$ cat src/rtl/bpu_cfg.svh
// Constants of the branch and predication unit
`ifndef BPU_CFG_SVH
`define BPU_CFG_SVH
`define BPU_COND_ALWAYS   4'he
`define BPU_REL_SHORT_MAX 32'sh000fffff
`define BPU_REL_SHORT_MIN -32'sh00100000
`define BPU_REL_LONG_MAX  32'sh00ffffff
`define BPU_REL_LONG_MIN  -32'sh01000000
`define BPU_CZ_MIN        32'h00000004
`define BPU_CZ_MAX        32'h00000082
`define BPU_CZ_REG_MAX    4'h7
`define BPU_REG_STACK     4'hd
`define BPU_REG_LINK      4'he
`define BPU_REG_PC        4'hf
`define BPU_SLOTS         3'h4
`endif

$ cat src/rtl/bpu_pkg.sv
// Types of the branch and predication unit
package bpu_pkg;
	typedef enum logic [3:0] {
		BPU_OP_NONE   = 4'h0,
		BPU_OP_JREL   = 4'h1,
		BPU_OP_JCREL  = 4'h2,
		BPU_OP_CALLR  = 4'h3,
		BPU_OP_JIND   = 4'h4,
		BPU_OP_CALLI  = 4'h5,
		BPU_OP_CZ     = 4'h6,
		BPU_OP_CNZ    = 4'h7,
		BPU_OP_TBYTE  = 4'h8,
		BPU_OP_THALF  = 4'h9,
		BPU_OP_PRED   = 4'ha,
		BPU_OP_HALT   = 4'hb,
		BPU_OP_OTHER  = 4'hc
	} bpu_op_t;
	typedef struct packed {
		bpu_op_t     op;
		logic [3:0]  cond;
		logic [3:0]  mask;
		logic [3:0]  rn;
		logic [31:0] rn_val;
		logic [31:0] rm_val;
		logic [31:0] imm;
		logic [31:0] pc;
		logic [1:0]  len;
	} bpu_instr_t;
	typedef struct packed {
		logic [3:0] base;
		logic [3:0] mask;
		logic [2:0] left;
	} bpu_pred_t;
	typedef enum logic [2:0] {
		BPU_ST_IDLE  = 3'b001,
		BPU_ST_TABLE = 3'b010,
		BPU_ST_DONE  = 3'b100
	} bpu_state_t;
endpackage

$ cat src/rtl/bpu_cond_eval.sv
// Condition code evaluator
`timescale 1ns/1ns
module bpu_cond_eval (
	input  wire logic [3:0] i_cond,
	input  wire logic [3:0] i_nzcv,
	output logic            o_pass
);
	logic n, z, c, v;
	always_comb begin
		{n, z, c, v} = i_nzcv;
		case (i_cond[3:1])
			3'h0:    o_pass = z;
			3'h1:    o_pass = c;
			3'h2:    o_pass = n;
			3'h3:    o_pass = v;
			3'h4:    o_pass = c & ~z;
			3'h5:    o_pass = n == v;
			3'h6:    o_pass = (n == v) & ~z;
			default: o_pass = 1'b1;
		endcase
		if (i_cond[0] && i_cond != 4'hf) begin
			o_pass = ~o_pass;
		end
		if (i_cond == 4'hf) begin
			o_pass = 1'b1;
		end
	end
endmodule

$ cat src/rtl/bpu_core.sv
// Branch and predication unit: jumps, calls, table jumps, predication
`timescale 1ns/1ns
`include "bpu_cfg.svh"
module bpu_core (
	input  wire logic                 i_core_clk,
	input  wire logic                 i_rst,
	input  wire logic                 i_valid,
	input  wire bpu_pkg::bpu_instr_t  i_instr,
	input  wire logic [3:0]           i_nzcv,
	input  wire logic                 i_exc_take,
	input  wire logic                 i_exc_return,
	input  wire bpu_pkg::bpu_pred_t   i_saved_pred,
	input  wire logic                 i_tbl_valid,
	input  wire logic [15:0]          i_tbl_data,
	output logic                      o_ready,
	output logic                      o_tbl_req,
	output logic [31:0]               o_tbl_addr,
	output logic                      o_tbl_half,
	output logic                      o_pc_wr,
	output logic [31:0]               o_pc_val,
	output logic                      o_lr_wr,
	output logic [31:0]               o_lr_val,
	output logic                      o_fault,
	output logic                      o_halt,
	output logic                      o_exec,
	output logic [3:0]                o_nzcv,
	output bpu_pkg::bpu_pred_t        o_pred,
	output logic [31:0]               o_exc_ret_addr
);
	// ****************************************************************
	// Helpers
	// ****************************************************************
	function automatic logic in_range(input logic signed [31:0] d, input logic wide);
		if (wide) begin
			in_range = d >= `BPU_REL_LONG_MIN && d <= `BPU_REL_LONG_MAX;
		end else begin
			in_range = d >= `BPU_REL_SHORT_MIN && d <= `BPU_REL_SHORT_MAX;
		end
	endfunction

	function automatic logic [31:0] next_addr(input bpu_pkg::bpu_instr_t ins);
		next_addr = ins.pc + {29'h0, ins.len, 1'b0};
	endfunction

	// ****************************************************************
	// Condition selection
	// ****************************************************************
	bpu_pkg::bpu_pred_t pred_ff, nxt_pred;
	bpu_pkg::bpu_state_t st_ff, nxt_st;
	logic [31:0] tbl_next_ff, nxt_tbl_next;
	logic        in_block, slot_else, cond_pass, cmp_pass;
	logic [3:0]  eff_cond;
	logic [31:0] nxt_addr, disp_t;

	assign in_block  = pred_ff.left != 3'h0;
	assign slot_else = pred_ff.mask[3];
	always_comb begin
		if (in_block) begin
			eff_cond = slot_else ? {pred_ff.base[3:1], ~pred_ff.base[0]} : pred_ff.base;
		end else begin
			eff_cond = i_instr.cond;
		end
	end

	bpu_cond_eval u_cond (
		.i_cond (eff_cond),
		.i_nzcv (i_nzcv),
		.o_pass (cond_pass)
	);

	// ****************************************************************
	// Execution
	// ****************************************************************
	always_comb begin
		nxt_pred     = pred_ff;
		nxt_st       = st_ff;
		nxt_tbl_next = tbl_next_ff;
		o_pc_wr      = 1'b0;
		o_pc_val     = 32'h0;
		o_lr_wr      = 1'b0;
		o_lr_val     = 32'h0;
		o_fault      = 1'b0;
		o_halt       = 1'b0;
		o_exec       = 1'b0;
		o_tbl_req    = 1'b0;
		o_tbl_addr   = 32'h0;
		o_tbl_half   = 1'b0;
		nxt_addr     = next_addr(i_instr);
		disp_t       = 32'h0;
		cmp_pass     = 1'b0;
		o_ready      = st_ff == bpu_pkg::BPU_ST_IDLE;
		case (st_ff)
			bpu_pkg::BPU_ST_IDLE: begin
				if (i_exc_take) begin
					o_ready  = 1'b0;
					// Handler runs unconditionally; progress lives in o_pred
					nxt_pred = '0;
				end else if (i_exc_return) begin
					nxt_pred = i_saved_pred;
				end else if (i_valid) begin
					// Prefix condition is the base of its block, never a gate
					o_exec = cond_pass || i_instr.op == bpu_pkg::BPU_OP_HALT ||
						i_instr.op == bpu_pkg::BPU_OP_PRED;
					if (in_block) begin
						nxt_pred.mask = {pred_ff.mask[2:0], 1'b0};
						nxt_pred.left = pred_ff.left - 3'h1;
					end
					if (o_exec) begin
						case (i_instr.op)
							bpu_pkg::BPU_OP_JREL, bpu_pkg::BPU_OP_CALLR: begin
								if (in_range(i_instr.imm, 1'b1)) begin
									o_pc_wr  = 1'b1;
									o_pc_val = i_instr.pc + 32'h4 + i_instr.imm;
								end else begin
									o_fault = 1'b1;
								end
								if (i_instr.op == bpu_pkg::BPU_OP_CALLR) begin
									o_lr_wr  = 1'b1;
									o_lr_val = nxt_addr;
								end
							end
							bpu_pkg::BPU_OP_JCREL: begin
								if (in_range(i_instr.imm, in_block)) begin
									o_pc_wr  = 1'b1;
									o_pc_val = i_instr.pc + 32'h4 + i_instr.imm;
								end else begin
									o_fault = 1'b1;
								end
							end
							bpu_pkg::BPU_OP_JIND, bpu_pkg::BPU_OP_CALLI: begin
								if (!i_instr.rn_val[0]) begin
									o_fault = 1'b1;
								end else begin
									o_pc_wr  = 1'b1;
									o_pc_val = {i_instr.rn_val[31:1], 1'b0};
									if (i_instr.op == bpu_pkg::BPU_OP_CALLI) begin
										o_lr_wr  = 1'b1;
										o_lr_val = nxt_addr;
									end
								end
							end
							bpu_pkg::BPU_OP_CZ, bpu_pkg::BPU_OP_CNZ: begin
								cmp_pass = (i_instr.rn_val == 32'h0) ==
									(i_instr.op == bpu_pkg::BPU_OP_CZ);
								if (i_instr.rn > `BPU_CZ_REG_MAX || i_instr.imm < `BPU_CZ_MIN ||
									i_instr.imm > `BPU_CZ_MAX || in_block) begin
									o_fault = 1'b1;
								end else if (cmp_pass) begin
									o_pc_wr  = 1'b1;
									o_pc_val = i_instr.pc + i_instr.imm;
								end
							end
							bpu_pkg::BPU_OP_TBYTE, bpu_pkg::BPU_OP_THALF: begin
								o_tbl_req  = 1'b1;
								o_tbl_half = i_instr.op == bpu_pkg::BPU_OP_THALF;
								disp_t     = o_tbl_half ? {i_instr.rm_val[30:0], 1'b0}
									: i_instr.rm_val;
								o_tbl_addr = (i_instr.rn == `BPU_REG_PC ? nxt_addr
									: i_instr.rn_val) + disp_t;
								nxt_tbl_next = nxt_addr;
								nxt_st       = bpu_pkg::BPU_ST_TABLE;
							end
							bpu_pkg::BPU_OP_PRED: begin
								if (in_block) begin
									o_fault = 1'b1;
								end else begin
									nxt_pred.base = i_instr.cond;
									nxt_pred.left = i_instr.mask[0] ? `BPU_SLOTS : i_instr.mask[1] ?
										3'h3 : i_instr.mask[2] ? 3'h2 : 3'h1;
									nxt_pred.mask = {1'b0, i_instr.mask[3:1]};
								end
							end
							bpu_pkg::BPU_OP_HALT: begin
								o_halt = 1'b1;
							end
							default: begin
							end
						endcase
					end
				end
			end
			bpu_pkg::BPU_ST_TABLE: begin
				o_tbl_req = 1'b0;
				if (i_tbl_valid) begin
					o_pc_wr  = 1'b1;
					o_pc_val = tbl_next_ff + {15'h0, i_tbl_data, 1'b0};
					nxt_st   = bpu_pkg::BPU_ST_IDLE;
				end
			end
			default: begin
				nxt_st = bpu_pkg::BPU_ST_IDLE;
			end
		endcase
		o_nzcv = i_nzcv;
	end

	assign o_pred         = pred_ff;
	assign o_exc_ret_addr = i_instr.pc;

	// ****************************************************************
	// State registers
	// ****************************************************************
	always_ff @(posedge i_core_clk) begin
		if (i_rst) begin
			pred_ff     <= '0;
			st_ff       <= bpu_pkg::BPU_ST_IDLE;
			tbl_next_ff <= 32'h0;
		end else begin
			pred_ff     <= nxt_pred;
			st_ff       <= nxt_st;
			tbl_next_ff <= nxt_tbl_next;
		end
	end
endmodule

$ cat config.mk
export PLATFORM = sky130hd
export DESIGN_NAME = bpu_core
export DESIGN_NICKNAME = d
export VERILOG_FILES = /design/src/rtl/bpu_pkg.sv /design/src/rtl/bpu_cond_eval.sv /design/src/rtl/bpu_core.sv
export VERILOG_INCLUDE_DIRS = /design/src /design/src/rtl
export SDC_FILE = /design/constraint.sdc
export NUM_CORES = 1
export LEC_CHECK = 0
export BUFFER_PORTS_ARGS = -buffer_cell sky130_fd_sc_hd__buf_4
export CAP_MARGIN = 20
export CORE_UTILIZATION = 39
export DETAILED_ROUTE_END_ITERATION = 16
export PLACE_DENSITY = 0.72
export SLEW_MARGIN = 20
export SYNTH_ARGS = -nofsm -noshare
export SYNTH_HDL_FRONTEND = slang
export SYNTH_SLANG_ARGS = --single-unit
$ cat constraint.sdc
create_clock -name i_core_clk -period 6.4 [get_ports i_core_clk]
set_clock_uncertainty 0.1 [all_clocks]
set_input_delay 1.28 -clock i_core_clk [delete_from_list [all_inputs] [get_ports i_core_clk]]
set_output_delay 1.28 -clock i_core_clk [all_outputs]
set_load 0.01 [all_outputs]
# == After elaboration in Yosys (flattened, before gate mapping) ==
# Cells that the tools add are included.
# totals
regBits,46
in_bits,183
output_inout_bits,151
# classes
n_reduce_logical,22
order_cmp,7
bitwise_logic,7
muxes,120
eq_ne,31
add_sub_neg,7
# op_table
op,n
$mux 32,26
$pmux 32 s2,2
$pmux 32 s4,1
$add 32x32->32,3
$mux 1,68
$mux 11,6
$add 32x17->32,1
$add 32x3->32,1
$add 32x3->32 const B,1
$ge 32x21->1 const B,1
$ge 32x25->1 const B,1
$gt 32x8->1 const B,1
$le 32x21->1 const B,1
$le 32x25->1 const B,1
$logic_not 32->1,1
$lt 32x3->1 const B,1
$eq 4x4->1 const B,6
$mux 3,7
$eq 4x3->1 const B,4
$reduce_and 6->1,2
$reduce_bool 3->1,4
$eq 3x2->1 const B,3
$eq 3x3->1 const B,3
$eq 4x2->1 const B,2
25 further kinds,47

# == Depth between registers and ports, before layout ==
# depth
word_depth,22
ltp_mapped,18

# == Modules after synthesis ==
# A second synthesis with hierarchy kept.
# unflattened
hier_cells,1549
hier_area_um2,10971.8
# by_module_without_submodules
module,instances,seq_area_each_um2,area_per_inst_um2,cells_each
bpu_core,1,900.9,10796.6,1526
bpu_cond_eval,1,0.0,175.2,23

# == Worst setup path before layout ==
# Ideal clock, no wire load.
# synth_path
path_kind,input port to output port
startpoint,input port i_instr[143] (netlist bit)
endpoint,output port o_tbl_addr[30]
path_stages,17
path_buffers,2
setup_slack_ns,-0.227
t_arrival_ns,5.247
required_time_ns,5.020
cell_sequence,clkbuf_1 > nor2_1 > nand2_1 > nor2_1 > clkbuf_1 > mux2_2 > fa_1 > a211oi_1 > nor3_1 > o21ai_1 > o21ai_2 > a311o_1 > a311o_1 > a2111o_1 > a21oi_2 > xor2_1 > nor2_1
# synth_between
elab_chain_len,9
word_cells_on_any_way,15
cone_classes,add/sub: 1; eq/ne: 4; mux: 7; reduce/logical: 3
# synth_lines
item,line_no,rtl
from (decl),bpu_core.sv:8,"input wire bpu_pkg::bpu_instr_t i_instr,"
$eq 4x4->1,"bpu_core.sv:109, bpu_core.sv:155",
$mux 32,bpu_core.sv:156,"disp_t = o_tbl_half ? {i_instr.rm_val[30:0], 1'b0}"
$add 32x32->32,bpu_core.sv:158,o_tbl_addr = (i_instr.rn == `BPU_REG_PC ? nxt_addr
$mux 32,bpu_core.sv:109,case (i_instr.op)
$mux 32 *,bpu_core.sv:108,if (o_exec) begin
$mux 32 *,bpu_core.sv:100,end else if (i_valid) begin
$mux 32 *,bpu_core.sv:98,end else if (i_exc_return) begin
$mux 32 *,bpu_core.sv:94,if (i_exc_take) begin
$mux 32 *,bpu_core.sv:92,case (st_ff)
to (decl),bpu_core.sv:17,"output logic [31:0] o_tbl_addr,"
# Mark *: on every way between the ends. The rest lies on a longest branch, timed or not.

# == Worst setup path after layout ==
# layout_path
startpoint,input port i_instr[12] (netlist bit)
endpoint,output port o_tbl_addr[30]
# layout_between
elab_chain_len,9
# layout_lines
item,line_no,rtl
$add 32x3->32,bpu_core.sv:42,"next_addr = ins.pc + {29'h0, ins.len, 1'b0};"
$mux 32,bpu_core.sv:158,
$add 32x32->32,bpu_core.sv:158,
$mux 32,bpu_core.sv:109,
$mux 32,bpu_core.sv:108,
$mux 32,bpu_core.sv:100,
$mux 32,bpu_core.sv:98,
$mux 32,bpu_core.sv:94,
$mux 32,bpu_core.sv:92,
# No other way between the ends.

==> impl_metrics.json <==
{
  "start_util_pct": 40.07,
  "synth.ff_latch_count": 45,
  "path_max_fanout": 4,
  "hold_depth": 2,
  "cp.required_ns": 5.02,
  "cts.clk_slew.worst_paths_ns": 0.06,
  "place_inst": 2297,
  "period_share_pct": 102.3,
  "grt_pass1_wl_mm": 66.62,
  "routed_wl_mm": 45.07,
  "dpl_cell_area_um2": 14670,
  "syn2layout_area_growth_pct": 42.64,
  "p_leak_nw": 7.128,
  "whs_ns": 0.3797,
  "drt_iter0_drc": 1258,
  "ys.warnings.count": 0,
  "clk_latency_ns": 0.30,
  "maxCapViolations": 0,
  "syn_nets": 1837,
  "tightest_slew_ns": 0.9265,
  "grt_pass1_vias": 12290,
  "critPathBufInv": 5,
  "crit_family": "compound AO/OA/AOI/OAI gates",
  "dp.final_hpwl_mm": 37.98,
  "dr_total_vias": 13140,
  "async_flop_share_pct": 0,
  "wl_per_cell_um": 19.35,
  "grt_usage_pct": 30.10,
  "ys_types": 80,
  "irDropWorstVdd_v": 0.0001086,
  "hold_viol": 0,
  "syn-cell-area_um2": 10860,
  "violations": "setup timing",
  "critPathArrivalTime_ns": 5.17,
  "cp-end-kind": "output port",
  "path_cells": "buf_4 > nand4_1 > buf_4 > nor4_4 > buf_4 > and2_4 > nand4_1 > xnor2_1 > o21ai_0 > buf_4 > ha_1 > and3_1 > a311o_1 > a311o_1 > a2111o_1 > a21oi_2 > xor2_1 > nor2_1 > buf_4",
  "ant_nets": 0,
  "cts_tree": "done",
  "dieWidth_um": 168.9,
  "status": "complete, but fails checks",
  "cts-htree-levels": 2,
  "r2r_start": "o_pred[0]",
  "route.detailed.drc": 0,
  "ys_seq_area_share_pct": 8.296,
  "r2r_cells": 15,
  "max_freq_ghz": 0.1528,
  "critPathSlowestCell": "a2111o_1",
  "clockBufferDepth": 2,
  "netlist_instances": 1509,
  "hold_end": "tbl_next_ff[1]",
  "slew_headroom_pct": 37.66,
  "cpPeakStageDelay_ns": 0.40,
  "cts_root_buf": "clkbuf_16",
  "critical_path.most_common_cell": "buf_4",
  "worstHoldStart": "tbl_next_ff[1]",
  "timing.final.ws_setup_ns": -0.1462,
  "final_net_count": 2284,
  "synth_edf_count": 0,
  "design_area_um2": 15490,
  "ff2ff_setup_slack_ns": 1.68,
  "dieArea_um2": 28520,
  "rsz0062_at_grt": "yes",
  "synth_ff_type": "dfxtp_1",
  "critPathKind": "primary input to output port",
  "startpoint_type": "primary input",
  "postLayoutCoreUtil_pct": 57.16,
  "first_pass_iters": 5,
  "grt-ovfl-total": 0,
  "gp_congestion": 0.9739,
  "period_needed_ns": 6.546,
  "antenna_cells": 0,
  "grt_max_degree": 62,
  "setup_viol": 1,
  "dieHeight_um": 168.9,
  "drive_above_1_share_pct": 33.98,
  "syn_avg_cell_area_um2": 7.196,
  "vias_per_cell": 5.641,
  "hp-class": "flip-flop to flip-flop",
  "cts_buffers": 5,
  "stdcell_count": 2329,
  "cts.sinks": 45,
  "slew_viol_final": 0,
  "antenna_found_initial": 2,
  "powerDensity_nw_per_um2": 113.1,
  "core-area_um2": 27100,
  "io_pins": 334,
  "rows": 60,
  "port_buffers": 333,
  "reg2reg_to": "tbl_next_ff[11]",
  "fin_tns_setup_ns": -0.1462
}
cell usage in the layout (no fill, tap or decap), types with 31 or more instances in the layout:
cell type  instances
nand2_1          134
dfxtp_1           45
mux2_2            32
a21o_1            31
ha_1             102
nor2_1           177
xnor2_1           70
inv_1             64
o21ai_0           70
a21oi_1           98
a211oi_1          39
buf_4            531
xor2_1            66
state kept, by name, indices dropped and copies added, names as in the netlist:
signal,cells
o_pred,11
tbl_next_ff,32
st_ff,2
power breakdown:
part	leakage [nW]	internal (mW)	switching [mW]
Sequential	0.364	0.285	0.00554
Clock	0.0810	0.185	0.116
Combinational	6.68	0.549	0.611
through the flow:
| stage | setup WS, ns | power [mW] |
|---|---|---|
| 4_1_cts | -0.09595 | 1.695 |
| 5_1_grt | -0.2709 | 1.863 |
| 3_3_place_gp | -0.2670 | 1.353 |
| 2_1_floorplan | 0.02492 | 0.9314 |
| 3_5_place_dp | -0.3128 | 1.366 |
| 6_report | -0.1462 | 1.751 |
Yosys cell counts, types with 36 or more instances:
library cell,n,area (µm²)
nor2_1,182,683.2
nand2_1,139,521.8
ha_1,115,1439
a21oi_1,107,535.5
o21ai_0,85,425.4
xnor2_1,75,656.9
xor2_1,68,595.6
inv_1,64,240.2
dfxtp_1,45,900.9
a211oi_1,42,315.3
clkbuf_1,42,157.7
buf_4,36,270.3
layer usage:
metal / global-route usage, % / vias to the layer above / routed length (µm)
met5: 0 / - / 22
met4: 12.41 / 4 / 1791
met3: 4.442 / 91 / 3763
met2: 47.20 / 585 / 19790
met1: 41.11 / 6132 / 19710
li1: - / 6326 / -
what timing repair did:
action	CTS	global route
cloned	0	0
pin swaps	30	31
hold endpoints to repair	0	0
buffers inserted	15	10
setup endpoints to repair	8	14
hold buffers	0	0
resized for setup	40	54
worst min-delay path, cell delays in order (launching register included):
cell and delay, ns:
dfxtp_1 0.32, nand2_1 0.06, a21oi_1 0.06
cells by family (layout without fill, tap and decap cells):
family,count (synthesis),after routing,share of synthesized area [%]
AND/OR/NAND/NOR,522,522,22.64
adder cells (fa/ha/maj),145,145,18.78
multiplexers,42,42,4.321
flip-flops,45,45,8.296
AO/OA/AOI/OAI,449,449,27.33
XOR/XNOR,143,143,11.53
buffers and inverters,163,611,7.098
cell type report:
type                    count  area [µm²]
fillers                  2568       11610
multi-input cells        1301        9661
repair buffers            535        4040
flip-flops and latches     45       900.9
well taps                 372       465.4
inverters                  68       255.2
clock buffers               6       128.9
clock inverters             2       38.79
worst max path at each step:
stage	startpoint	endpoint	slack (ns)	cells past startpoint
floorplan	i_instr[143]	o_tbl_addr[30]	0.02	17
global placement	i_instr[0]	o_tbl_addr[30]	-0.27	21
detailed placement	i_instr[0]	o_tbl_addr[30]	-0.31	21
CTS	i_instr[3]	o_tbl_addr[30]	-0.1	20
global route	i_instr[4]	o_tbl_addr[30]	-0.27	21
finish	i_instr[12]	o_tbl_addr[30]	-0.15	19
Power figures use the tool's default switching activity.
